`src/include/pil_map.svh`:
```
`ifndef PIL_MAP_SVH
`define PIL_MAP_SVH

// Port addresses as carried by the I/O instruction.
`define PIL_ADDR_W          5
`define PIL_ADDR_NIBBLE_A   5'h04
`define PIL_ADDR_NIBBLE_B   5'h05
`define PIL_ADDR_SHARED     5'h08
`define PIL_ADDR_SENSE      5'h0e
`define PIL_ADDR_HOLD_MODE  5'h10
`define PIL_ADDR_INTERVAL   5'h19
`define PIL_ADDR_COUNTER1   5'h1c
`define PIL_ADDR_COUNTER2   5'h1d

// Address bit that marks the command window 10..1f.
`define PIL_ADDR_CMD_BIT    4

// Index register fields.
`define PIL_IDX_NONE_BIT    3
`define PIL_IDX_PORT_BIT    2

// Data widths and reset values.
`define PIL_NIB_W           4
`define PIL_LATCH_RESET     4'hf
`define PIL_CMD_RESET       4'h0
`define PIL_UNDEF_READ      4'h0

`endif

```
`src/include/pil_pkg.sv`:
```
package pil_pkg;

	// Operation presented by the core for the current I/O instruction.
	typedef enum logic [2:0] {
		PIL_OP_NONE,
		PIL_OP_IN,
		PIL_OP_OUT,
		PIL_OP_SET,
		PIL_OP_CLR,
		PIL_OP_TEST
	} pil_op_t;

endpackage

```
`src/include/pil_latch_if.sv`:
```
`timescale 1ns/100ps
`default_nettype none

// Carries the update strobes into one latch group and its state back out.
interface pil_latch_if #(parameter int W = 4);
	logic         load;   // Whole-word write.
	logic [W-1:0] wdata;  // Data for a whole-word write.
	logic         set;    // Set the addressed bit.
	logic         clr;    // Clear the addressed bit.
	logic [1:0]   bsel;   // Addressed bit.
	logic [W-1:0] q;      // Present latch contents.

	modport ctrl  (output load, wdata, set, clr, bsel, input q);
	modport latch (input load, wdata, set, clr, bsel, output q);
endinterface

`default_nettype wire

```
`src/rtl/pil_top.sv`:
```
`timescale 1ns/100ps
`default_nettype none

`include "pil_map.svh"

module pil_top import pil_pkg::*; (
	input  wire logic       CLOCK,
	input  wire logic       RESET,
	input  wire logic [4:0] IO_ADDR,
	input  wire pil_op_t    IO_OP,
	input  wire logic [1:0] IO_BIT,
	input  wire logic       IO_USE_INDEX,
	input  wire logic [3:0] IO_INDEX,
	input  wire logic [3:0] IO_WDATA,
	input  wire logic       IO_S3,
	input  wire logic       IO_S4,
	input  wire logic       MASTER_IRQ_EN,
	input  wire logic       IRQ_EN_BIT0,
	input  wire logic [3:0] NIBBLE_A_IN,
	output var  logic [3:0] NIBBLE_A_OUT,
	output var  logic [3:0] NIBBLE_A_OE_N,
	input  wire logic [3:0] NIBBLE_B_IN,
	output var  logic [3:0] NIBBLE_B_OUT,
	output var  logic [3:0] NIBBLE_B_OE_N,
	input  wire logic [1:0] SHARED_IN,
	output var  logic [1:0] SHARED_OUT,
	output var  logic [1:0] SHARED_OE_N,
	input  wire logic       HOLD_IN,
	output var  logic       HOLD_OUT,
	output var  logic       HOLD_OE_N,
	output var  logic [3:0] RD_DATA,
	output var  logic       RD_VALID,
	output var  logic       TEST_RESULT,
	output var  logic       TEST_VALID,
	output var  logic [3:0] HOLD_MODE_CMD,
	output var  logic [3:0] INTERVAL_TICK_CMD,
	output var  logic [3:0] COUNTER_ONE_CMD,
	output var  logic [3:0] COUNTER_TWO_CMD,
	output var  logic       EXT_IRQ_ONE,
	output var  logic       EXT_IRQ_TWO
);

	////////////////////////////////////////////////////////////////////////
	// Address and operation decode.

	logic       bit_op;      // Set, clear or test instruction.
	logic       index_mode;  // Bit operation addressed by the index register.
	logic       bit_ok;      // The addressed pin exists.
	logic [4:0] eff_addr;    // Port address after index translation.
	logic [1:0] eff_bit;     // Bit number after index translation.
	logic       hit_a;       // Nibble port A addressed.
	logic       hit_b;       // Nibble port B addressed.
	logic       hit_s;       // Shared port addressed.
	logic       hit_k;       // Sense input addressed.
	logic       out_go;      // Whole-word write strobe.
	logic       set_go;      // Bit set strobe.
	logic       clr_go;      // Bit clear strobe.
	logic       in_go;       // Read sample strobe.
	logic       test_go;     // Bit test sample strobe.

	assign bit_op = (IO_OP == PIL_OP_SET) || (IO_OP == PIL_OP_CLR) ||
	                (IO_OP == PIL_OP_TEST);
	assign index_mode = IO_USE_INDEX & bit_op;
	// An index with its top bit set reaches no pin.
	assign bit_ok = ~index_mode | ~IO_INDEX[`PIL_IDX_NONE_BIT];
	// Index bit 2 picks port B, bits 1..0 the pin.
	assign eff_addr = !index_mode ? IO_ADDR :
	                  IO_INDEX[`PIL_IDX_PORT_BIT] ? `PIL_ADDR_NIBBLE_B :
	                  `PIL_ADDR_NIBBLE_A;
	assign eff_bit = index_mode ? IO_INDEX[1:0] : IO_BIT;

	// Full five-bit compare on every port select.
	assign hit_a = bit_ok && (eff_addr == `PIL_ADDR_NIBBLE_A);
	assign hit_b = bit_ok && (eff_addr == `PIL_ADDR_NIBBLE_B);
	assign hit_s = !index_mode && (eff_addr == `PIL_ADDR_SHARED);
	assign hit_k = !index_mode && (eff_addr == `PIL_ADDR_SENSE);

	// Writes land in S4, reads and tests sample in S3.
	assign out_go  = IO_S4 && (IO_OP == PIL_OP_OUT);
	assign set_go  = IO_S4 && (IO_OP == PIL_OP_SET);
	assign clr_go  = IO_S4 && (IO_OP == PIL_OP_CLR);
	assign in_go   = IO_S3 && (IO_OP == PIL_OP_IN);
	assign test_go = IO_S3 && (IO_OP == PIL_OP_TEST);

	////////////////////////////////////////////////////////////////////////
	// Output latches.

	pil_latch_if #(.W(4)) a_if ();  // Nibble port A latches.
	pil_latch_if #(.W(4)) b_if ();  // Nibble port B latches.
	pil_latch_if #(.W(4)) s_if ();  // Shared port latches, bits 0..3.

	// Strobes routed only to the addressed latch group.
	assign a_if.load  = out_go & hit_a;
	assign a_if.set   = set_go & hit_a;
	assign a_if.clr   = clr_go & hit_a;
	assign a_if.wdata = IO_WDATA;
	assign a_if.bsel  = eff_bit;
	assign b_if.load  = out_go & hit_b;
	assign b_if.set   = set_go & hit_b;
	assign b_if.clr   = clr_go & hit_b;
	assign b_if.wdata = IO_WDATA;
	assign b_if.bsel  = eff_bit;
	assign s_if.load  = out_go & hit_s;
	assign s_if.set   = set_go & hit_s;
	assign s_if.clr   = clr_go & hit_s;
	assign s_if.wdata = IO_WDATA;
	assign s_if.bsel  = eff_bit;

	// Both nibble ports preset to ones at reset.
	pil_latch #(.W(4), .RST(`PIL_LATCH_RESET)) u_latch_a (
		.clk (CLOCK),
		.rst (RESET),
		.lif (a_if)
	);
	pil_latch #(.W(4), .RST(`PIL_LATCH_RESET)) u_latch_b (
		.clk (CLOCK),
		.rst (RESET),
		.lif (b_if)
	);
	// Shared port keeps four latch bits; two drive its pins, bit 2 the hold pin.
	pil_latch #(.W(4), .RST(`PIL_LATCH_RESET)) u_latch_s (
		.clk (CLOCK),
		.rst (RESET),
		.lif (s_if)
	);

	////////////////////////////////////////////////////////////////////////
	// Pin drive: the data level is always low and the enable follows the
	// latch, so a one releases the pin to the outside pull-up.

	assign NIBBLE_A_OUT  = 4'h0;
	assign NIBBLE_A_OE_N = a_if.q;
	assign NIBBLE_B_OUT  = 4'h0;
	assign NIBBLE_B_OE_N = b_if.q;
	assign SHARED_OUT    = 2'h0;
	assign SHARED_OE_N   = s_if.q[1:0];
	// Bit 2 of the shared latch pulls the hold pin internally.
	assign HOLD_OUT      = 1'b0;
	assign HOLD_OE_N     = s_if.q[2];

	////////////////////////////////////////////////////////////////////////
	// Read and test paths take the pins directly, with no input latch.

	logic [3:0] rd_mux;    // Nibble returned by a read.
	logic [3:0] sense_nib; // Sense port nibble, bit 0 inverted pin.
	logic [3:0] shared_nib; // Shared port pins, bit 2 the hold pin.
	logic       test_mux;  // Bit returned by a test.

	// Upper sense bits are undefined; they read as zero here.
	assign sense_nib = {3'h0, ~HOLD_IN};
	assign shared_nib = {1'b0, HOLD_IN, SHARED_IN};

	// The command window 10..1f always answers with the undefined value.
	assign rd_mux =
		IO_ADDR[`PIL_ADDR_CMD_BIT] ? `PIL_UNDEF_READ :
		(IO_ADDR == `PIL_ADDR_NIBBLE_A) ? NIBBLE_A_IN :
		(IO_ADDR == `PIL_ADDR_NIBBLE_B) ? NIBBLE_B_IN :
		(IO_ADDR == `PIL_ADDR_SHARED)   ? shared_nib :
		(IO_ADDR == `PIL_ADDR_SENSE)    ? sense_nib :
		`PIL_UNDEF_READ;

	assign test_mux = hit_a ? NIBBLE_A_IN[eff_bit] :
	                  hit_b ? NIBBLE_B_IN[eff_bit] :
	                  hit_k ? sense_nib[eff_bit] : 1'b0;

	// Read data and test result are captured at S3 and held.
	always_ff @(posedge CLOCK or posedge RESET) begin
		if (RESET) begin
			RD_DATA     <= 4'h0;
			RD_VALID    <= 1'b0;
			TEST_RESULT <= 1'b0;
			TEST_VALID  <= 1'b0;
		end else begin
			RD_VALID   <= in_go;
			TEST_VALID <= test_go;
			if (in_go) begin
				RD_DATA <= rd_mux;
			end
			if (test_go) begin
				TEST_RESULT <= test_mux;
			end
		end
	end

	////////////////////////////////////////////////////////////////////////
	// Write-only command ports.

	logic wr_hold;  // Hold mode command write.
	logic wr_itv;   // Interval tick command write.
	logic wr_c1;    // Counter one command write.
	logic wr_c2;    // Counter two command write.

	assign wr_hold = out_go && (IO_ADDR == `PIL_ADDR_HOLD_MODE);
	assign wr_itv  = out_go && (IO_ADDR == `PIL_ADDR_INTERVAL);
	assign wr_c1   = out_go && (IO_ADDR == `PIL_ADDR_COUNTER1);
	assign wr_c2   = out_go && (IO_ADDR == `PIL_ADDR_COUNTER2);

	// Command registers clear at reset and load at S4.
	always_ff @(posedge CLOCK or posedge RESET) begin
		if (RESET) begin
			HOLD_MODE_CMD     <= `PIL_CMD_RESET;
			INTERVAL_TICK_CMD <= `PIL_CMD_RESET;
			COUNTER_ONE_CMD   <= `PIL_CMD_RESET;
			COUNTER_TWO_CMD   <= `PIL_CMD_RESET;
		end else begin
			if (wr_hold) begin
				HOLD_MODE_CMD <= IO_WDATA;
			end
			if (wr_itv) begin
				INTERVAL_TICK_CMD <= IO_WDATA;
			end
			if (wr_c1) begin
				COUNTER_ONE_CMD <= IO_WDATA;
			end
			if (wr_c2) begin
				COUNTER_TWO_CMD <= IO_WDATA;
			end
		end
	end

	////////////////////////////////////////////////////////////////////////
	// External interrupt edge detection.

	logic hold_prev_reg;  // Hold pin level one cycle ago.
	logic ext_irq_two_prev_reg;  // Shared pin 0 level one cycle ago.
	logic fall_one;       // Falling edge on the hold pin.
	logic fall_two;       // Falling edge on shared pin 0.

	assign fall_one = hold_prev_reg & ~HOLD_IN;
	assign fall_two = ext_irq_two_prev_reg & ~SHARED_IN[0];

	// The hold pin edge raises interrupt one whatever the pin is used for;
	// interrupt two also needs enable bit 0.
	always_ff @(posedge CLOCK or posedge RESET) begin
		if (RESET) begin
			hold_prev_reg <= 1'b1;
			ext_irq_two_prev_reg <= 1'b1;
			EXT_IRQ_ONE   <= 1'b0;
			EXT_IRQ_TWO   <= 1'b0;
		end else begin
			hold_prev_reg <= HOLD_IN;
			ext_irq_two_prev_reg <= SHARED_IN[0];
			EXT_IRQ_ONE   <= fall_one & MASTER_IRQ_EN;
			EXT_IRQ_TWO   <= fall_two & MASTER_IRQ_EN &
			                 IRQ_EN_BIT0;
		end
	end

endmodule // pil_top

`default_nettype wire

```
`src/rtl/pil_latch.sv`:
```
`timescale 1ns/100ps
`default_nettype none

// One group of output latch bits with word write and bit set or clear.
module pil_latch #(
	parameter int         W     = 4,
	parameter logic [W-1:0] RST = '1
) (
	input  wire logic       clk,
	input  wire logic       rst,
	pil_latch_if.latch      lif
);
	logic [W-1:0] latch_reg;   // Stored output levels.
	logic [W-1:0] latch_next;  // Value to store at the next edge.
	logic [W-1:0] onehot;      // Mask of the addressed bit.

	// A bit index beyond the group width selects nothing.
	assign onehot = W'(1) << lif.bsel;

	// Word write wins; otherwise a bit is set or cleared.
	assign latch_next = lif.load ? lif.wdata :
	                    lif.set  ? (latch_reg | onehot) :
	                    lif.clr  ? (latch_reg & ~onehot) : latch_reg;

	// Latches preset to all ones so every pin starts released.
	always_ff @(posedge clk or posedge rst) begin
		if (rst) begin
			latch_reg <= RST;
		end else begin
			latch_reg <= latch_next;
		end
	end

	assign lif.q = latch_reg;
endmodule // pil_latch

`default_nettype wire

```
`config.mk`:
```
export PLATFORM = sky130hd
export DESIGN_NAME = pil_top
export DESIGN_NICKNAME = d
export VERILOG_FILES = /design/src/include/pil_pkg.sv /design/src/include/pil_latch_if.sv /design/src/rtl/pil_top.sv /design/src/rtl/pil_latch.sv
export VERILOG_INCLUDE_DIRS = /design/src /design/src/include
export SDC_FILE = /design/constraint.sdc
export NUM_CORES = 1
export LEC_CHECK = 0
export ABC_AREA = 1
export BUFFER_PORTS_ARGS = -buffer_cell sky130_fd_sc_hd__buf_4
export CAP_MARGIN = 15
export CELL_PAD_IN_SITES_DETAIL_PLACEMENT = 0
export CELL_PAD_IN_SITES_GLOBAL_PLACEMENT = 1
export CORE_MARGIN = 10
export CORE_UTILIZATION = 34
export DETAILED_ROUTE_END_ITERATION = 12
export GPL_TIMING_DRIVEN = 1
export HOLD_SLACK_MARGIN = 0.05
export PLACE_DENSITY_LB_ADDON = 0.1
export SETUP_SLACK_MARGIN = 0.5
export SLEW_MARGIN = 30
export SYNTH_ARGS = -nofsm -noshare
export SYNTH_HDL_FRONTEND = slang
export SYNTH_SLANG_ARGS = --single-unit
```
`constraint.sdc`:
```
create_clock -name CLOCK -period 1.3 [get_ports CLOCK]
set_clock_uncertainty 0.1 [all_clocks]
set_input_delay 0.065 -clock CLOCK [delete_from_list [all_inputs] [get_ports CLOCK]]
set_output_delay 0.065 -clock CLOCK [all_outputs]
set_load 0.005 [all_outputs]
```
Yosys cells after proc, flatten, opt, wreduce, memory -nomap -nowiden
Cells that the tools add are included.

Register bits: 39. Word-level logic and storage cells: 106.

Order comparisons: 1. Equal/unequal tests: 17. Shift-type cells: 1. Multiplexer cells: 26. Bitwise operators: 27. Reduce and logical (&&, ||, !) cells: 19.

Operators by type and width (number): 4-bit 2-to-1 mux (12); 5-bit by 3-bit == test with 1-bit output (second input constant) (4); 5-bit by 4-bit == test with 1-bit output (second input constant) (4); 5-bit == test (second input constant) (4); 1-bit AND (15); 1-bit logical AND (13); 4-bit AND (3); 4-bit OR (3); 3-bit nonzero test (3); 1-bit 2-to-1 mux (8); 1-bit binary-select mux with 2-bit select (3); 3-bit by 2-bit == test with 1-bit output (second input constant) (2); 3-bit == test (second input constant) (2); 5-bit 2-to-1 mux (1); 1-bit inverter (4); 4-bit inverter (1); 1-bit by 2-bit left shift with 4-bit output (first input constant) (1); 3-bit by 1-bit == test with 1-bit output (second input constant) (1); 2-bit by 3-bit < comparator with 1-bit output (second input constant) (1); 3-bit 2-to-1 mux (1); 1-bit logical OR (2); 2-bit 2-to-1 mux (1); 1-bit logical NOT (1); 1-bit OR (1).

Depth between registers and ports, before layout
Depth after elaboration: 11. Gate-level depth with buffers: 15.

By module
From an unflattened synthesis, not the netlist that was laid out.

Cells, all modules: 333. Area, all modules: 2361.0 µm².

By module, submodules not included: pil_top (instances 1, cells each 201, area each 1524.0 µm²); pil_latch (instances 3, cells each 44, area each 279.0 µm²).

Worst setup path before layout
Ideal clock, no wire load.

Path kind: input to register. Start point: in IO_OP[2]. End point: reg with a tool-made name. Arrival: 1.161 ns. Data required time: 1.122 ns. Path slack: -0.038 ns. Stages: 13. Buffers on the path: 1. Path through: inv_1 > nand3_1 > nand2_2 > nand2_2 > buf_6 > o21ai_4 > inv_2 > nor2_4 > o21ai_1 > nand2_1 > nand2_1 > nand2_1 > nand2_1.

RTL lines: from (decl) (RTL line pil_top.sv:10) `input wire pil_op_t IO_OP,`.

Worst setup path in the final report
Start point: in IO_OP[2]. End point: reg TEST_RESULT.

Longest elaborated chain between the ends: 10. Elaborated cells between the ends (all ways): 27.

RTL lines: 3-bit by 2-bit == test with 1-bit output or 3-bit == test (tied branches) (RTL line pil_top.sv:61) `assign bit_op = (IO_OP == PIL_OP_SET) || (IO_OP == PIL_OP_CLR) ||`; 1-bit logical OR (2 in a row) (RTL line pil_top.sv:61); 1-bit AND (RTL line pil_top.sv:63) `assign index_mode = IO_USE_INDEX & bit_op;`; 2-bit 2-to-1 mux or 5-bit 2-to-1 mux (tied branches); 1-bit binary-select mux with 2-bit select or 5-bit by 4-bit == test with 1-bit output (tied branches); 1-bit 2-to-1 mux (not written as such) or 1-bit logical AND (tied branches) (RTL line pil_top.sv:164, pil_top.sv:76); 1-bit 2-to-1 mux (RTL line pil_top.sv:164) `hit_k ? sense_nib[eff_bit] : 1'b0;`; 1-bit 2-to-1 mux (RTL line pil_top.sv:163) `hit_b ? NIBBLE_B_IN[eff_bit] :`; 1-bit 2-to-1 mux (RTL line pil_top.sv:162) `assign test_mux = hit_a ? NIBBLE_A_IN[eff_bit] :`; to (signal assigned) (RTL line pil_top.sv:180) `TEST_RESULT <= test_mux;`; to (decl) (RTL line pil_top.sv:33) `output var logic TEST_RESULT,`.

Several ways; a longest one is shown, not always the timed one. The select of a mux whose other input is x is not followed. A chain may end at the register's enable or synchronous reset.

==> summary.txt <==
STA
  • Fin crit period: 1.23 ns
  • FMAX: 816 MHz
  • Unrepaired setup endpoints after global routing: yes
  • Period utilization: 94.3%
  • Final hold slack: -0.0961 ns
  • Setup TNS: 0 ns
  • Max-slew violations: 0
  • Post-route setup slack: 0.0744 ns
  • Final hold vios: 9
  • Final setup viols: 0

Cells and area
  • Non-Filler Instances: 510
  • Most frequent cells in the layout: nand2_1 (91), buf_4 (71), buf_6 (45), inv_1 (26), dfrtp_1 (25)
  • Proportion of layout cells with a drive suffix above 1: 49.0%
  • N_diodes: 0
  • Most common cell after layout, fill and taps aside: nand2_1
  • Layout overhead on the synthesized area: 72.6%
  • Nets: 468

Worst setup path
  • Worst r2r path cells: 3
  • Worst Setup Path Type: in2reg
  • CP Capture Type: flop
  • CP required: 1.39 ns
  • Flop2flop setup slack: 0.39 ns
  • CP Data Arrival Time: 1.32 ns
  • Crit Path Max Fanout: 6
  • Critical path launch point type: primary input

Yosys
  • Syn. warnings: 0
  • Synth unique cells: 27
  • Sequential share of the synthesized area: 43.7%
  • Netlist Area Pre-Place: 0.00221 mm²
  • Seq cells post-synth: 38
  • Syn avg cell area: 7.35 µm²
  • Dominant cell type by area after synthesis: dfrtp_1
  • Synth area leaders: dfrtp_1 (28%), nand2_1 (18%), dfstp_2 (15%)
  • Cell count after synthesis: 301
  • Top cell type's share of synthesized area: 28.3%

Global route
  • Largest net degree at the start of global routing: 39
  • GR Util met2: 21.5%
  • Overflow after GRT: 0
  • Initial antenna violation count: 0
  • GRT Total Usage: 13.5%
  • Top Usage Layer GRT: met2
  • Met3 GRT Util: 4.73%
  • First-pass GRT wire length: 11.0 mm
  • Vias in the first global route: 2304
  • Met1 track demand over resource: 16.3%

Routing
  • DR WL/cell: 13.7 µm
  • Routed WL: 6.99 mm
  • Remaining design rule violation count: 0
  • Detailed Routing Iterations Pass 1: 4
  • Via Count: 2313
  • ANT nets after route: 0
  • DR iter-0 viols: 88
  • Vias per std cell: 4.54

Min path
  • Hold Path Stages: 3
  • Hold wc startpoint: IO_WDATA[3]
  • Hold WC Path Type: in2reg

Pwr
  • Total Power: 3120 µW
  • Leakage power total: 0.00191 µW
  • P per Cell Area: 818 mW/mm²
  • Peak VDD IR: 0.000480 V

CTS
  • Sink Count: 38
  • Clock transition at the registers of the reported paths: 0.08 ns
  • Root Driver: clkbuf_8
  • CTS Buffer Depth: 2
  • Num CTS Buffers: 5
  • Worst skew pair latency: 0.29 ns
  • # H-tree levels: 2
  • CTS tree: built

Floorplanning
  • Core Rows: 29
  • Die X: 101 µm
  • Die area: 0.0101 mm²
  • Core Area: 0.00635 mm²
  • I/O pin count: 83
  • Die Span Y: 101 µm
  • Initial Util: 34.8%

Placed design
  • DP HPWL: 5.27 mm
  • Port bufs: 71
  • Gpl congestion: 0.794
  • Placed Instances: 469
  • Place WS: -0.388 ns

Flow run
  • Max-cap violation count: 0

Outcome
  • Outcome: finished with violations
  • Failing checks: negative hold slack
[per-stage QoR]
step / hold slack, ns / cell area [µm²] / utilization, %
floorplan: -0.0737 / 2370 / -
global placement: 0.0297 / 3080 / 48.5
detailed placement: 0.0485 / 3080 / 48.5
CTS: -0.105 / 3680 / 58.0
global route: -0.0853 / 3820 / 60.1
finish: -0.0961 / 3820 / 60.1
[critical path: stages]
cell and delay (ns):
buf_12 0.12, inv_12 0.05, nand3_4 0.08, nand2_8 0.11, nand2_8 0.08, o21ai_2 0.13
nand2_2 0.10, nor2_4 0.21, buf_6 0.13, nand3_2 0.05, nand2_1 0.05, inv_1 0.03
nand2_1 0.05, nand2_1 0.05
[power by group]
part / switching (µW) / internal, µW / total, µW
Sequential: 57.3 / 1310 / 1360
Combinational: 407 / 475 / 882
Clock: 450 / 427 / 877
[cells in the mapped netlist (all sizes together)]
library cell / number
a21oi: 6
nand3: 18
buf: 12
a21o: 2
o211ai: 1
nand3b: 1
nor2: 28
nor4: 4
inv: 40
nand2: 114
o221ai: 1
a31oi: 2
conb: 1
dfrtp: 25
o21ai: 30
clkinv: 1
dfstp: 13
nor3: 2
[worst max-delay path by stage]
stage,depth (start not counted),startpoint,end,slack [ns]
finish,14,IO_OP[2],TEST_RESULT,0.07
global route,14,IO_OP[2],TEST_RESULT,-0.03
CTS,13,IO_OP[2],flop,0.14
detailed placement,14,IO_OP[1],flop,-0.39
global placement,13,IO_OP[1],flop,-0.35
floorplan,13,IO_OP[2],flop,-0.03
[cell type report]
| class | count | area [µm²] |
|---|---|---|
| multi-input combinational | 221 | 1290 |
| inverter | 41 | 208 |
| tap | 77 | 96.3 |
| sequential | 38 | 967 |
| clock inverter | 2 | 12.5 |
| clock buffer | 6 | 82.6 |
| fill | 611 | 2530 |
| timing repair buffer | 125 | 1160 |
[what timing repair did]
action                                 4_1_cts  5_1_grt
setup endpoints to repair                   71       71
hold buffers                                 6        1
endpoints found under the hold margin       68       14
pin swaps                                   24       27
gates resized for setup                     74       22
buffers inserted                            16       10
gates cloned                                 1        0
[cell families (layout without fill, tap and decap cells)]
| logic type | after synthesis | after routing | share of synthesized area [%] |
|---|---|---|---|
| buffers and inverters | 53 | 174 | 11.2 |
| DFF | 38 | 38 | 43.7 |
| other | 1 | 11 | 0.170 |
| and+or+nand+nor | 167 | 168 | 33.9 |
| AOI/OAI and AO/OA | 42 | 42 | 11.0 |
[routing by layer]
metal / vias to the layer above / wire length [µm]
met1: 1052 / 3120
met3: 5 / 518
li1: 1194 / -
met5: - / 0
met4: 0 / 87
met2: 62 / 3270
Power figures use the tool's default switching activity.
